==> config.mk <==
export PLATFORM = sky130hd
export DESIGN_NAME = fcs_host
export DESIGN_NICKNAME = d
export VERILOG_FILES = /design/src/logic/fcs_pkg.sv /design/src/logic/fcs_host.sv
export SDC_FILE = /design/constraint.sdc
export NUM_CORES = 1
export LEC_CHECK = 0
export ABC_CLOCK_PERIOD_IN_PS = 4900
export BUFFER_PORTS_ARGS = -buffer_cell sky130_fd_sc_hd__buf_4
export CAP_MARGIN = 20
export CORE_UTILIZATION = 40
export CTS_BUF_LIST = sky130_fd_sc_hd__clkbuf_8
export DETAILED_ROUTE_END_ITERATION = 10
export GPL_TIMING_DRIVEN = 0
export SYNTH_ARGS = -nofsm -noshare
export SYNTH_HDL_FRONTEND = slang
export SYNTH_SLANG_ARGS = --single-unit
==> constraint.sdc <==
create_clock -name clk_in -period 4.9 [get_ports clk_in]
set_input_delay 0.49 -clock clk_in [delete_from_list [all_inputs] [get_ports clk_in]]
set_output_delay 0.49 -clock clk_in [all_outputs]
set_load 0.1 [all_outputs]
==> src/logic/fcs_pkg.sv <==
// constants, codes and types of the flash command sequencer host
package fcs_pkg;
  localparam int CLK_PERIOD_NS = 100;
  localparam int WINDOW_NS = 50000;
  localparam int SUSPEND_NS = 15000;
  localparam int ABORT_NS = 10000;
  localparam int WE_PULSE_NS = 100;
  localparam int ACCESS_NS = 55;
  // a deadline rounds down, a least wait rounds up
  localparam int WINDOW_CYC = WINDOW_NS / CLK_PERIOD_NS;
  localparam int SUSPEND_CYC = (SUSPEND_NS + CLK_PERIOD_NS - 1) / CLK_PERIOD_NS;
  localparam int ABORT_CYC = (ABORT_NS + CLK_PERIOD_NS - 1) / CLK_PERIOD_NS;
  localparam int WE_CYC = (WE_PULSE_NS + CLK_PERIOD_NS - 1) / CLK_PERIOD_NS;
  localparam int ACCESS_CYC = (ACCESS_NS + CLK_PERIOD_NS - 1) / CLK_PERIOD_NS;
  // the device times its window from its own strobe, so an add taken on
  // the last counted cycle must still strobe inside it
  localparam int ADD_LAT_CYC = 4;
  localparam logic [9:0] WINDOW_CNT = 10'(WINDOW_CYC - ADD_LAT_CYC);
  localparam logic [9:0] SUSPEND_CNT = 10'(SUSPEND_CYC - 1);
  localparam logic [9:0] ABORT_CNT = 10'(ABORT_CYC - 1);
  localparam logic [9:0] WE_CNT = 10'(WE_CYC - 1);
  localparam logic [9:0] ACCESS_CNT = 10'(ACCESS_CYC - 1);
  localparam logic [18:0] ADDR_UNLOCK1 = 19'h00555;
  localparam logic [18:0] ADDR_UNLOCK2 = 19'h002aa;
  localparam logic [10:0] CMD_ADDR_MASK = 11'h7ff;
  localparam logic [7:0] D_UNLOCK1 = 8'haa;
  localparam logic [7:0] D_UNLOCK2 = 8'h55;
  localparam logic [7:0] D_RESET = 8'hf0;
  localparam logic [7:0] D_AUTOSEL = 8'h90;
  localparam logic [7:0] D_PROG = 8'ha0;
  localparam logic [7:0] D_BYPASS = 8'h20;
  localparam logic [7:0] D_BYP_EXIT = 8'h00;
  localparam logic [7:0] D_ERASE = 8'h80;
  localparam logic [7:0] D_CHIP = 8'h10;
  localparam logic [7:0] D_BLOCK = 8'h30;
  localparam logic [7:0] D_SUSPEND = 8'hb0;
  localparam logic [7:0] D_RESUME = 8'h30;
  localparam logic [3:0] OP_READ = 4'h0;
  localparam logic [3:0] OP_RESET1 = 4'h1;
  localparam logic [3:0] OP_RESET3 = 4'h2;
  localparam logic [3:0] OP_AUTOSEL = 4'h3;
  localparam logic [3:0] OP_PROG = 4'h4;
  localparam logic [3:0] OP_BYP_ENTER = 4'h5;
  localparam logic [3:0] OP_BYP_RESET = 4'h6;
  localparam logic [3:0] OP_CHIP = 4'h7;
  localparam logic [3:0] OP_BLOCK = 4'h8;
  localparam logic [3:0] OP_BLOCK_ADD = 4'h9;
  localparam logic [3:0] OP_SUSPEND = 4'ha;
  localparam logic [3:0] OP_RESUME = 4'hb;
  localparam logic [3:0] OP_POLL = 4'hc;
  localparam logic [2:0] REG_CMD = 3'h0;
  localparam logic [2:0] REG_ADDR = 3'h1;
  localparam logic [2:0] REG_DATA = 3'h2;
  localparam logic [2:0] REG_STATUS = 3'h3;
  localparam logic [2:0] REG_RDATA = 3'h4;
  localparam int ST_BUSY = 0;
  localparam int ST_BYPASS = 1;
  localparam int ST_SUSP = 2;
  localparam int ST_REFUSED = 3;
  localparam int ST_ERROR = 4;
  localparam int ST_LATE = 5;
  localparam int ST_WINDOW = 6;
  localparam int ST_PROG_BUSY = 7;
  localparam int ST_BLK_ERASE = 8;
  typedef struct packed {
    logic [18:0] addr;
    logic [7:0] dq;
    logic dq_oe_n;
    logic ce_n;
    logic oe_n;
    logic we_n;
  } fcs_bus_t;
  localparam fcs_bus_t BUS_IDLE = '{19'h00000, 8'h00, 1'b1, 1'b1, 1'b1, 1'b1};
  typedef struct packed {
    logic [18:0] addr;
    logic [7:0] data;
  } fcs_step_t;
endpackage

==> src/logic/fcs_host.sv <==
// host side sequencer that drives a parallel nor flash command interface
// Contract
// bypass entry: AA@555, 55@2AA, 20@555
// in bypass only bypass program, reset
// bypass program: A0 anywhere, then target and value
// bypass program acts as normal; reset keeps bypass
// bypass exit: 90 then 00, anywhere
// read/reset: F0 alone or after unlock pair
// auto select: unlock pair then 90@555
// program: unlock, A0@555, then target and value
// decoder checks only low eleven address bits
// chip erase: six writes ending 10@555
// protected blocks skipped silently during erase
// chip erase ignores commands, reads give status
// error holds status until read/reset clears it
// erase sets unprotected target blocks to ones
// block erase ends 30@block; repeat adds blocks
// add blocks within 50us selection window
// block erase accepts only suspend and reset
// suspend B0 anywhere; halt within 15us
// suspend in window acts at once; resume closes
// during suspend other blocks read, program normally
// auto select in suspend; reset returns to suspend
// resume 30 anywhere; repeatable within one erase
// invalid sequence returns device to read mode
// reset during erase or error: 10us abort
// erase timer flag rises when erasing starts
// device durations come from shortenable counters
`timescale 1ns/100ps
module fcs_host (
  input wire logic clk_in,
  input wire logic rst_n_in,
  input wire logic [2:0] avs_address_in,
  input wire logic avs_read_in,
  input wire logic avs_write_in,
  input wire logic [31:0] avs_writedata_in,
  output logic [31:0] avs_readdata_out,
  output logic avs_waitrequest_out,
  output logic [18:0] flash_addr_out,
  output logic [7:0] flash_dq_out,
  input wire logic [7:0] flash_dq_in,
  output logic flash_dq_oe_n_out,
  output logic flash_ce_n_out,
  output logic flash_oe_n_out,
  output logic flash_we_n_out
);
  typedef enum logic [6:0] {
    S_IDLE = 7'h01,
    S_WSET = 7'h02,
    S_WLOW = 7'h04,
    S_WHOLD = 7'h08,
    S_DELAY = 7'h10,
    S_RLOW = 7'h20,
    S_RREL = 7'h40
  } fcs_state_t;

  fcs_state_t state, next_state;
  fcs_pkg::fcs_bus_t bus, next_bus;
  logic [3:0] op, next_op;
  logic [2:0] step, next_step;
  logic [18:0] cmd_addr, next_cmd_addr;
  logic [7:0] cmd_data, next_cmd_data;
  logic [7:0] rdata, next_rdata;
  logic [7:0] prev_rd, next_prev_rd;
  logic have_prev, next_have_prev;
  logic err_seen, next_err_seen;
  logic bypass, next_bypass;
  logic suspended, next_suspended;
  logic prog_busy, next_prog_busy;
  logic blk_erase, next_blk_erase;
  logic poll_err, next_poll_err;
  logic refused, next_refused;
  logic late, next_late;
  logic [9:0] win_cnt, next_win_cnt;
  logic [9:0] dly_cnt, next_dly_cnt;
  logic wait_q, next_wait_q;
  logic [31:0] rd_q, next_rd_q;

  logic acc;
  logic take;
  logic [8:0] status;

  // write count of each order; zero means a read-only order
  function automatic logic [2:0] wr_len(input logic [3:0] o,
                                        input logic byp);
    case (o)
      fcs_pkg::OP_RESET1, fcs_pkg::OP_SUSPEND, fcs_pkg::OP_RESUME,
      fcs_pkg::OP_BLOCK_ADD: wr_len = 3'd1;
      fcs_pkg::OP_BYP_RESET: wr_len = 3'd2;
      fcs_pkg::OP_PROG: wr_len = byp ? 3'd2 : 3'd4;
      fcs_pkg::OP_RESET3, fcs_pkg::OP_AUTOSEL,
      fcs_pkg::OP_BYP_ENTER: wr_len = 3'd3;
      fcs_pkg::OP_CHIP, fcs_pkg::OP_BLOCK: wr_len = 3'd6;
      default: wr_len = 3'd0;
    endcase
  endfunction

  // address and data of write k; the unlock preamble is shared
  function automatic fcs_pkg::fcs_step_t step_of(input logic [3:0] o,
      input logic [2:0] k, input logic byp, input logic [18:0] a,
      input logic [7:0] d);
    fcs_pkg::fcs_step_t s;
    s.addr = (k == 3'd1 || k == 3'd4) ? fcs_pkg::ADDR_UNLOCK2 :
             fcs_pkg::ADDR_UNLOCK1;
    s.data = (k == 3'd1 || k == 3'd4) ? fcs_pkg::D_UNLOCK2 :
             fcs_pkg::D_UNLOCK1;
    case (o)
      fcs_pkg::OP_RESET1: s = '{a, fcs_pkg::D_RESET};
      fcs_pkg::OP_SUSPEND: s = '{a, fcs_pkg::D_SUSPEND};
      fcs_pkg::OP_RESUME: s = '{a, fcs_pkg::D_RESUME};
      fcs_pkg::OP_BLOCK_ADD: s = '{a, fcs_pkg::D_BLOCK};
      fcs_pkg::OP_BYP_RESET: begin
        s.addr = a;
        s.data = (k == 3'd0) ? fcs_pkg::D_AUTOSEL :
                 fcs_pkg::D_BYP_EXIT;
      end
      fcs_pkg::OP_RESET3: begin
        if (k == 3'd2) s = '{a, fcs_pkg::D_RESET};
      end
      fcs_pkg::OP_AUTOSEL: begin
        if (k == 3'd2) s.data = fcs_pkg::D_AUTOSEL;
      end
      fcs_pkg::OP_BYP_ENTER: begin
        if (k == 3'd2) s.data = fcs_pkg::D_BYPASS;
      end
      fcs_pkg::OP_PROG: begin
        if (byp) begin
          s.addr = a;
          s.data = (k == 3'd0) ? fcs_pkg::D_PROG : d;
        end else if (k == 3'd2) begin
          s.data = fcs_pkg::D_PROG;
        end else if (k == 3'd3) begin
          s = '{a, d};
        end
      end
      fcs_pkg::OP_CHIP, fcs_pkg::OP_BLOCK: begin
        if (k == 3'd2) s.data = fcs_pkg::D_ERASE;
        if (k == 3'd5 && o == fcs_pkg::OP_CHIP) begin
          s = '{fcs_pkg::ADDR_UNLOCK1, fcs_pkg::D_CHIP};
        end else if (k == 3'd5) begin
          s = '{a, fcs_pkg::D_BLOCK};
        end
      end
      default: s = '{a, d};
    endcase
    step_of = s;
  endfunction

  // orders that the device would ignore or abandon are never sent
  function automatic logic legal(input logic [3:0] o);
    logic rd;
    rd = (o == fcs_pkg::OP_READ) || (o == fcs_pkg::OP_POLL);
    if (poll_err) begin
      legal = rd || o == fcs_pkg::OP_RESET1 || o == fcs_pkg::OP_RESET3;
    end else if (prog_busy) begin
      legal = rd;
    end else if (blk_erase && !suspended) begin
      legal = rd || o == fcs_pkg::OP_SUSPEND || o == fcs_pkg::OP_RESET1 ||
              o == fcs_pkg::OP_RESET3 || o == fcs_pkg::OP_BLOCK_ADD;
    end else if (suspended) begin
      legal = rd || o == fcs_pkg::OP_PROG || o == fcs_pkg::OP_AUTOSEL ||
              o == fcs_pkg::OP_RESET1 || o == fcs_pkg::OP_RESET3 ||
              o == fcs_pkg::OP_RESUME;
    end else if (bypass) begin
      legal = rd || o == fcs_pkg::OP_PROG || o == fcs_pkg::OP_BYP_RESET ||
              o == fcs_pkg::OP_RESET1;
    end else begin
      legal = o <= fcs_pkg::OP_CHIP && o != fcs_pkg::OP_BYP_RESET ||
              o == fcs_pkg::OP_BLOCK || rd;
    end
  endfunction

  assign acc = avs_read_in || avs_write_in;
  assign take = acc && !wait_q;
  assign status = {blk_erase, prog_busy, (win_cnt != 10'h000), late,
                   poll_err, refused, suspended, bypass, (state != S_IDLE)};

  always_comb begin
    next_state = state;
    next_bus = bus;
    next_op = op;
    next_step = step;
    next_cmd_addr = cmd_addr;
    next_cmd_data = cmd_data;
    next_rdata = rdata;
    next_prev_rd = prev_rd;
    next_have_prev = have_prev;
    next_err_seen = err_seen;
    next_bypass = bypass;
    next_suspended = suspended;
    next_prog_busy = prog_busy;
    next_blk_erase = blk_erase;
    next_poll_err = poll_err;
    next_refused = refused;
    next_late = late;
    next_dly_cnt = dly_cnt;
    // the window counts down until an added block reloads it; expiry closes further block selection
    next_win_cnt = (win_cnt != 10'h000) ? win_cnt - 10'h001 : win_cnt;
    next_wait_q = !(acc && wait_q);
    next_rd_q = rd_q;
    if (acc && wait_q) begin
      case (avs_address_in)
        fcs_pkg::REG_ADDR: next_rd_q = {13'h0000, cmd_addr};
        fcs_pkg::REG_DATA: next_rd_q = {24'h000000, cmd_data};
        fcs_pkg::REG_STATUS: next_rd_q = {23'h000000, status};
        fcs_pkg::REG_RDATA: next_rd_q = {24'h000000, rdata};
        default: next_rd_q = 32'h00000000;
      endcase
    end
    if (take && avs_write_in) begin
      case (avs_address_in)
        fcs_pkg::REG_ADDR: next_cmd_addr = avs_writedata_in[18:0];
        fcs_pkg::REG_DATA: next_cmd_data = avs_writedata_in[7:0];
        fcs_pkg::REG_STATUS: begin
          if (avs_writedata_in[fcs_pkg::ST_REFUSED]) next_refused = 1'b0;
          if (avs_writedata_in[fcs_pkg::ST_LATE]) next_late = 1'b0;
        end
        default: ;
      endcase
    end
    // an order that arrives while a sequence runs is dropped, not queued
    if (take && avs_write_in && avs_address_in == fcs_pkg::REG_CMD &&
        state != S_IDLE) begin
      next_refused = 1'b1;
    end
    case (state)
      S_IDLE: begin
        if (take && avs_write_in && avs_address_in == fcs_pkg::REG_CMD) begin
          if (!legal(avs_writedata_in[3:0])) begin
            next_refused = 1'b1;
          end else if (avs_writedata_in[3:0] == fcs_pkg::OP_BLOCK_ADD &&
                       win_cnt == 10'h000) begin
            next_late = 1'b1;
          end else begin
            next_op = avs_writedata_in[3:0];
            next_step = 3'd0;
            next_have_prev = 1'b0;
            next_err_seen = 1'b0;
            next_bus = fcs_pkg::BUS_IDLE;
            next_bus.ce_n = 1'b0;
            if (wr_len(avs_writedata_in[3:0], bypass) == 3'd0) begin
              next_bus.addr = cmd_addr;
              next_bus.oe_n = 1'b0;
              next_dly_cnt = fcs_pkg::ACCESS_CNT;
              next_state = S_RLOW;
            end else begin
              next_bus.dq_oe_n = 1'b0;
              next_bus.addr = step_of(avs_writedata_in[3:0], 3'd0, bypass,
                                      cmd_addr, cmd_data).addr;
              next_bus.dq = step_of(avs_writedata_in[3:0], 3'd0, bypass,
                                    cmd_addr, cmd_data).data;
              next_state = S_WSET;
            end
          end
        end
      end
      S_WSET: begin
        next_bus.we_n = 1'b0;
        next_dly_cnt = fcs_pkg::WE_CNT;
        next_state = S_WLOW;
      end
      S_WLOW: begin
        if (dly_cnt == 10'h000) begin
          next_bus.we_n = 1'b1;
          next_state = S_WHOLD;
        end else begin
          next_dly_cnt = dly_cnt - 10'h001;
        end
      end
      S_WHOLD: begin
        next_bus = fcs_pkg::BUS_IDLE;
        next_state = S_IDLE;
        if (step != wr_len(op, bypass) - 3'd1) begin
          next_step = step + 3'd1;
          next_bus.ce_n = 1'b0;
          next_bus.dq_oe_n = 1'b0;
          next_bus.addr = step_of(op, step + 3'd1, bypass, cmd_addr,
                                  cmd_data).addr;
          next_bus.dq = step_of(op, step + 3'd1, bypass, cmd_addr,
                                cmd_data).data;
          next_state = S_WSET;
        end else begin
          case (op)
            fcs_pkg::OP_BYP_ENTER: next_bypass = 1'b1;
            fcs_pkg::OP_BYP_RESET: next_bypass = 1'b0;
            fcs_pkg::OP_PROG, fcs_pkg::OP_CHIP: next_prog_busy = 1'b1;
            fcs_pkg::OP_BLOCK, fcs_pkg::OP_BLOCK_ADD: begin
              next_blk_erase = 1'b1;
              next_win_cnt = fcs_pkg::WINDOW_CNT;
            end
            fcs_pkg::OP_SUSPEND: begin
              next_suspended = 1'b1;
              next_win_cnt = 10'h000;
              next_dly_cnt = fcs_pkg::SUSPEND_CNT;
              next_state = S_DELAY;
            end
            fcs_pkg::OP_RESUME: begin
              next_suspended = 1'b0;
              next_win_cnt = 10'h000;
            end
            fcs_pkg::OP_RESET1, fcs_pkg::OP_RESET3: begin
              if (poll_err || (blk_erase && !suspended)) begin
                next_dly_cnt = fcs_pkg::ABORT_CNT;
                next_state = S_DELAY;
              end
              next_poll_err = 1'b0;
              next_prog_busy = 1'b0;
              if (!suspended) begin
                next_blk_erase = 1'b0;
                next_win_cnt = 10'h000;
              end
            end
            default: ;
          endcase
        end
      end
      S_DELAY: begin
        if (dly_cnt == 10'h000) next_state = S_IDLE;
        else next_dly_cnt = dly_cnt - 10'h001;
      end
      S_RLOW: begin
        if (dly_cnt != 10'h000) begin
          next_dly_cnt = dly_cnt - 10'h001;
        end else begin
          next_rdata = flash_dq_in;
          next_bus.oe_n = 1'b1;
          next_bus.ce_n = 1'b1;
          next_state = S_IDLE;
          if (op == fcs_pkg::OP_POLL) begin
            // toggle bit at rest means the controller is done
            if (have_prev && prev_rd[6] == flash_dq_in[6]) begin
              if (!suspended) next_blk_erase = 1'b0;
              next_prog_busy = 1'b0;
              next_win_cnt = suspended ? win_cnt : 10'h000;
            end else if (have_prev && err_seen) begin
              next_poll_err = 1'b1;
            end else begin
              next_err_seen = flash_dq_in[5];
              next_have_prev = 1'b1;
              next_prev_rd = flash_dq_in;
              next_state = S_RREL;
            end
          end
        end
      end
      S_RREL: begin
        // output enable must rise between reads or the toggle bit stalls
        next_bus.ce_n = 1'b0;
        next_bus.oe_n = 1'b0;
        next_dly_cnt = fcs_pkg::ACCESS_CNT;
        next_state = S_RLOW;
      end
      default: begin
        next_state = S_IDLE;
        next_bus = fcs_pkg::BUS_IDLE;
      end
    endcase
  end

  always_ff @(posedge clk_in or negedge rst_n_in) begin
    if (!rst_n_in) begin
      state <= S_IDLE;
      bus <= fcs_pkg::BUS_IDLE;
      op <= fcs_pkg::OP_READ;
      step <= 3'd0;
      cmd_addr <= 19'h00000;
      cmd_data <= 8'h00;
      rdata <= 8'h00;
      prev_rd <= 8'h00;
      have_prev <= 1'b0;
      err_seen <= 1'b0;
      bypass <= 1'b0;
      suspended <= 1'b0;
      prog_busy <= 1'b0;
      blk_erase <= 1'b0;
      poll_err <= 1'b0;
      refused <= 1'b0;
      late <= 1'b0;
      win_cnt <= 10'h000;
      dly_cnt <= 10'h000;
      wait_q <= 1'b1;
      rd_q <= 32'h00000000;
    end else begin
      state <= next_state;
      bus <= next_bus;
      op <= next_op;
      step <= next_step;
      cmd_addr <= next_cmd_addr;
      cmd_data <= next_cmd_data;
      rdata <= next_rdata;
      prev_rd <= next_prev_rd;
      have_prev <= next_have_prev;
      err_seen <= next_err_seen;
      bypass <= next_bypass;
      suspended <= next_suspended;
      prog_busy <= next_prog_busy;
      blk_erase <= next_blk_erase;
      poll_err <= next_poll_err;
      refused <= next_refused;
      late <= next_late;
      win_cnt <= next_win_cnt;
      dly_cnt <= next_dly_cnt;
      wait_q <= next_wait_q;
      rd_q <= next_rd_q;
    end
  end

  assign avs_readdata_out = rd_q;
  assign avs_waitrequest_out = wait_q;
  assign flash_addr_out = bus.addr;
  assign flash_dq_out = bus.dq;
  assign flash_dq_oe_n_out = bus.dq_oe_n;
  assign flash_ce_n_out = bus.ce_n;
  assign flash_oe_n_out = bus.oe_n;
  assign flash_we_n_out = bus.we_n;
endmodule

==> qor.csv <==
stage,metric,value,unit
synthesis,syn_area,0.00760,sq mm
flow_run,drv_cap,0,
layout,drive_gt1_share,20.9,%
routing,drc,0,
sta,period_share,82.2,%
placement,io_buffers,82,
worst_setup_path,timing.rr.start,op[0],
floorplan,rows,50,
worst_setup_path,crit_family,compound AO/OA/AOI/OAI gates,
routing,routed_wl,22.1,mm
worst_setup_path,path_max_fanout,10,
sta,rsz0062_at_grt,no,
clocking,clock-root-buffer,clkbuf_8,
layout,final_nets,990,
power,p_comb_share,47.7,%
worst_setup_path,path_class,reg2reg,
worst_setup_path,crit_required,5.27,ns
routing,via_count,6727,
grt,grt_usage,23.7,%
clocking,clock_sinks,130,
synthesis,ys_seq_elements,130,
placement,dp_hpwl,16.5,mm
synthesis,ys.flop_type,dfrtp_1,
layout,antenna_cells,0,
worst_setup_path,reg2reg_depth,12,
layout,syn_to_final_growth,18.4,%
worst_hold_path,hold_depth,3,
routing,routed_via_density,5.69,
routing,first_pass_iters,4,
worst_hold_path,hold_class,in2reg,
synthesis,yosysSeqAreaShare,42.9,%
power,cellPowerDensity,518,mW/mm^2
floorplan,fp.dieH,140,um
placement,routabilityCongestion,0.913,
sta,max_freq,248,MHz
grt,grt_pass1_wl,36.3,mm
sta,final_hold_viol_count,0,
routing,wl_met2,10.4,mm
power,clock_power_share,20.3,%
worst_setup_path,crit_chain,"buf_2, buf_1, clkbuf_1, o21ai_0, a21oi_1, nor2_1, ha_1, xnor2_1, a21oi_1, a21oi_1, a31oi_1, a2bb2oi_1",
worst_setup_path,critical-path-slowest-cell,a21oi_1,
grt,grt_max_degree,87,
power,seqPwrFrac,32.0,%
worst_hold_path,min_from,flash_dq_in[7],
synthesis,ys_async_sr_fraction,100,%
floorplan,core,0.0186,sq mm
sta,tightest_slew,0.915,ns
sta,fin_worst_skew,0.0133,ns
clocking,cts_resized,0,
worst_setup_path,start_kind,register,
synthesis,synth_cell_types,80,
worst_setup_path,cp_common_cell,a21oi_1,
layout,nFillCells,1843,
floorplan,die_w,140,um
power,p_sw,2.27,mW
routing,met1_length,10.2,mm
floorplan,start_util,40.8,%
synthesis,yosysWarnings,0,
sta,timing.final.crit_period,4.03,ns
power,swShare,48.7,%
power,power.internal,2.39,mW
worst_setup_path,path_buf_inv,3,
clocking,clockBufferDepth,2,
clocking,h-tree-depth,4,
status,status,"finished, final reports clean",
worst_setup_path,slowest_delay,0.75,ns
worst_setup_path,ff2ff_setup_slack,0.87,ns
clocking,clk_latency,0.45,ns
sta,setup_viol,0,
grt,globalRoute.totalOverflow,0,
sta,slew_viol_final,0,
routing,ant_nets,0,
sta,setup_tns,0,ns
floorplan,io_pins,111,
routing,met3_length,1.22,mm
clocking,path_clk_slew,0.09,ns
power,vdd_drop_max,0.000431,V
worst_setup_path,rr_endpoint,flash_addr_out[3],
sta,slew_headroom,39.0,%
synthesis,synth_edf_count,0,
synthesis,synth_cells,819,
grt,antenna_found_initial,0,
floorplan,dieArea,0.0196,sq mm
worst_hold_path,holdPathEnd,rdata[7],
clocking,cts_hold_buf,1,
routing,drt_iter0_markers,355,
worst_setup_path,crit_path_end_kind,register,
power,cellLeakagePower,4.03,nW
routing,top_layer_used,met4,
synthesis,postSynthAreaPerCell,9.28,sq um
routing,drt-wirelength-per-cell,18.7,um
clocking,post_cts_buffers,0,
clocking,cts_made_buffers,17,
clocking,cts_tree,done,
worst_setup_path,arrival,4.39,ns
grt,grt_pass1_vias,6583,
layout,fin_util,48.3,%
power,power,4.66,mW
## registers in the layout, indices dropped and copies added (netlist names), 3 cells and up
| register | count |
|---|---|
| step | 3 |
| win_cnt | 10 |
| avs_readdata_out | 19 |
| rdata | 8 |
| cmd_addr | 19 |
| cmd_data | 8 |
| op | 4 |
| state | 7 |
| flash_addr_out | 19 |
| flash_dq_out | 8 |
| dly_cnt | 10 |
## layout make-up
class / instances / area, sq um / share of cell area [%]
multi-input combinational: 615 / 3990 / 44.3
sequential: 130 / 3260 / 36.2
timing repair buffer: 85 / 664 / 7.38
buffer: 64 / 315 / 3.50
tap: 234 / 293 / 3.25
clock buffer: 17 / 234 / 2.60
clock inverter: 15 / 166 / 1.85
inverter: 22 / 82.6 / 0.917
## power by group through the flow
stage	clock network [mW]	registers [mW]	logic (mW)
floorplan	0	2.01	1.11
global placement	0	1.51	2.20
detailed placement	0	1.51	2.22
CTS	0.966	1.49	2.22
global route	1.01	1.52	2.40
finish	0.946	1.49	2.23
## per-layer routing
metal  GRT usage [%]  vias up
met5               0        -
met4            5.09        0
met3            4.09       25
met2            38.5      186
met1            33.0     3269
li1                -     3247
## how the worst max path moves through the flow
stage,startpoint,cells past startpoint,end
finish,op[0],12,flash_addr_out[3]
global route,op[0],12,flash_addr_out[5]
CTS,op[0],12,flash_addr_out[3]
detailed placement,op[0],12,flash_addr_out[9]
global placement,op[0],12,flash_addr_out[1]
floorplan,op[0],14,dly_cnt[3]
## cells in the mapped netlist, types with 11 or more instances
library cell / number / area share, %
a21oi_1: 36 / 2.4
a22o_1: 36 / 4.1
buf_2: 12 / 0.79
buf_4: 14 / 1.4
clkbuf_1: 32 / 1.6
dfrtp_1: 124 / 41
inv_1: 22 / 1.1
mux2_2: 32 / 4.7
mux2i_1: 11 / 1.4
nand2_1: 77 / 3.8
nand2b_1: 15 / 1.2
nand3_1: 17 / 1.1
nor2_1: 67 / 3.3
nor2b_1: 14 / 1.2
nor3_1: 23 / 1.5
nor4_1: 11 / 0.91
o21ai_0: 44 / 2.9
o21ai_1: 17 / 1.1
o22ai_1: 13 / 1.1
## layout by cell type, fill, tap and decap left out, types with 6 or more instances in the layout
cell	n
a21o_1	8
a21oi_1	36
a22o_1	36
a22oi_1	9
a2bb2oi_1	9
a31oi_1	8
and3_1	6
buf_2	12
buf_4	96
clkbuf_1	32
clkbuf_8	17
conb_1	13
dfrtp_1	124
dfstp_2	6
ha_1	8
inv_1	22
mux2_1	7
mux2_2	32
mux2i_1	11
nand2_1	77
nand2b_1	15
nand3_1	17
nand4b_1	6
nor2_1	67
nor2b_1	14
nor3_1	23
nor4_1	11
o211ai_1	9
o21a_1	7
o21ai_0	44
o21ai_1	17
o22ai_1	13
o31ai_1	9
or3_1	9
## metrics by stage
stage          cells  worst slack (ns)  hold slack, ns  instance area [sq um]
4_1_cts         1182             0.896           0.215                   9010
3_5_place_dp    1149             0.923           0.463                   8600
5_1_grt         1182             0.556           0.213                   9010
2_1_floorplan    831              1.86           0.194                   7650
3_3_place_gp    1147             0.881           0.454                   8560
6_report        1182             0.871           0.229                   9010
## worst min-delay path: cells and delay by family
family                 cells  cell delay (ns)
and+or+nand+nor            2             0.08
buffers and inverters      1             0.07
## kinds of logic (layout without fill, tap and decap cells)
group,count (synthesis),after routing,share of synthesized area (%)
compound gates,247,247,22.6
xor+xnor,9,9,1.04
fa+ha+maj,8,8,1.32
buf+inv,86,203,5.23
flops,130,130,42.9
mux,50,50,7.22
other cells,1,13,0.0493
simple gates,288,288,19.7
(Power assumes the default switching activity.)
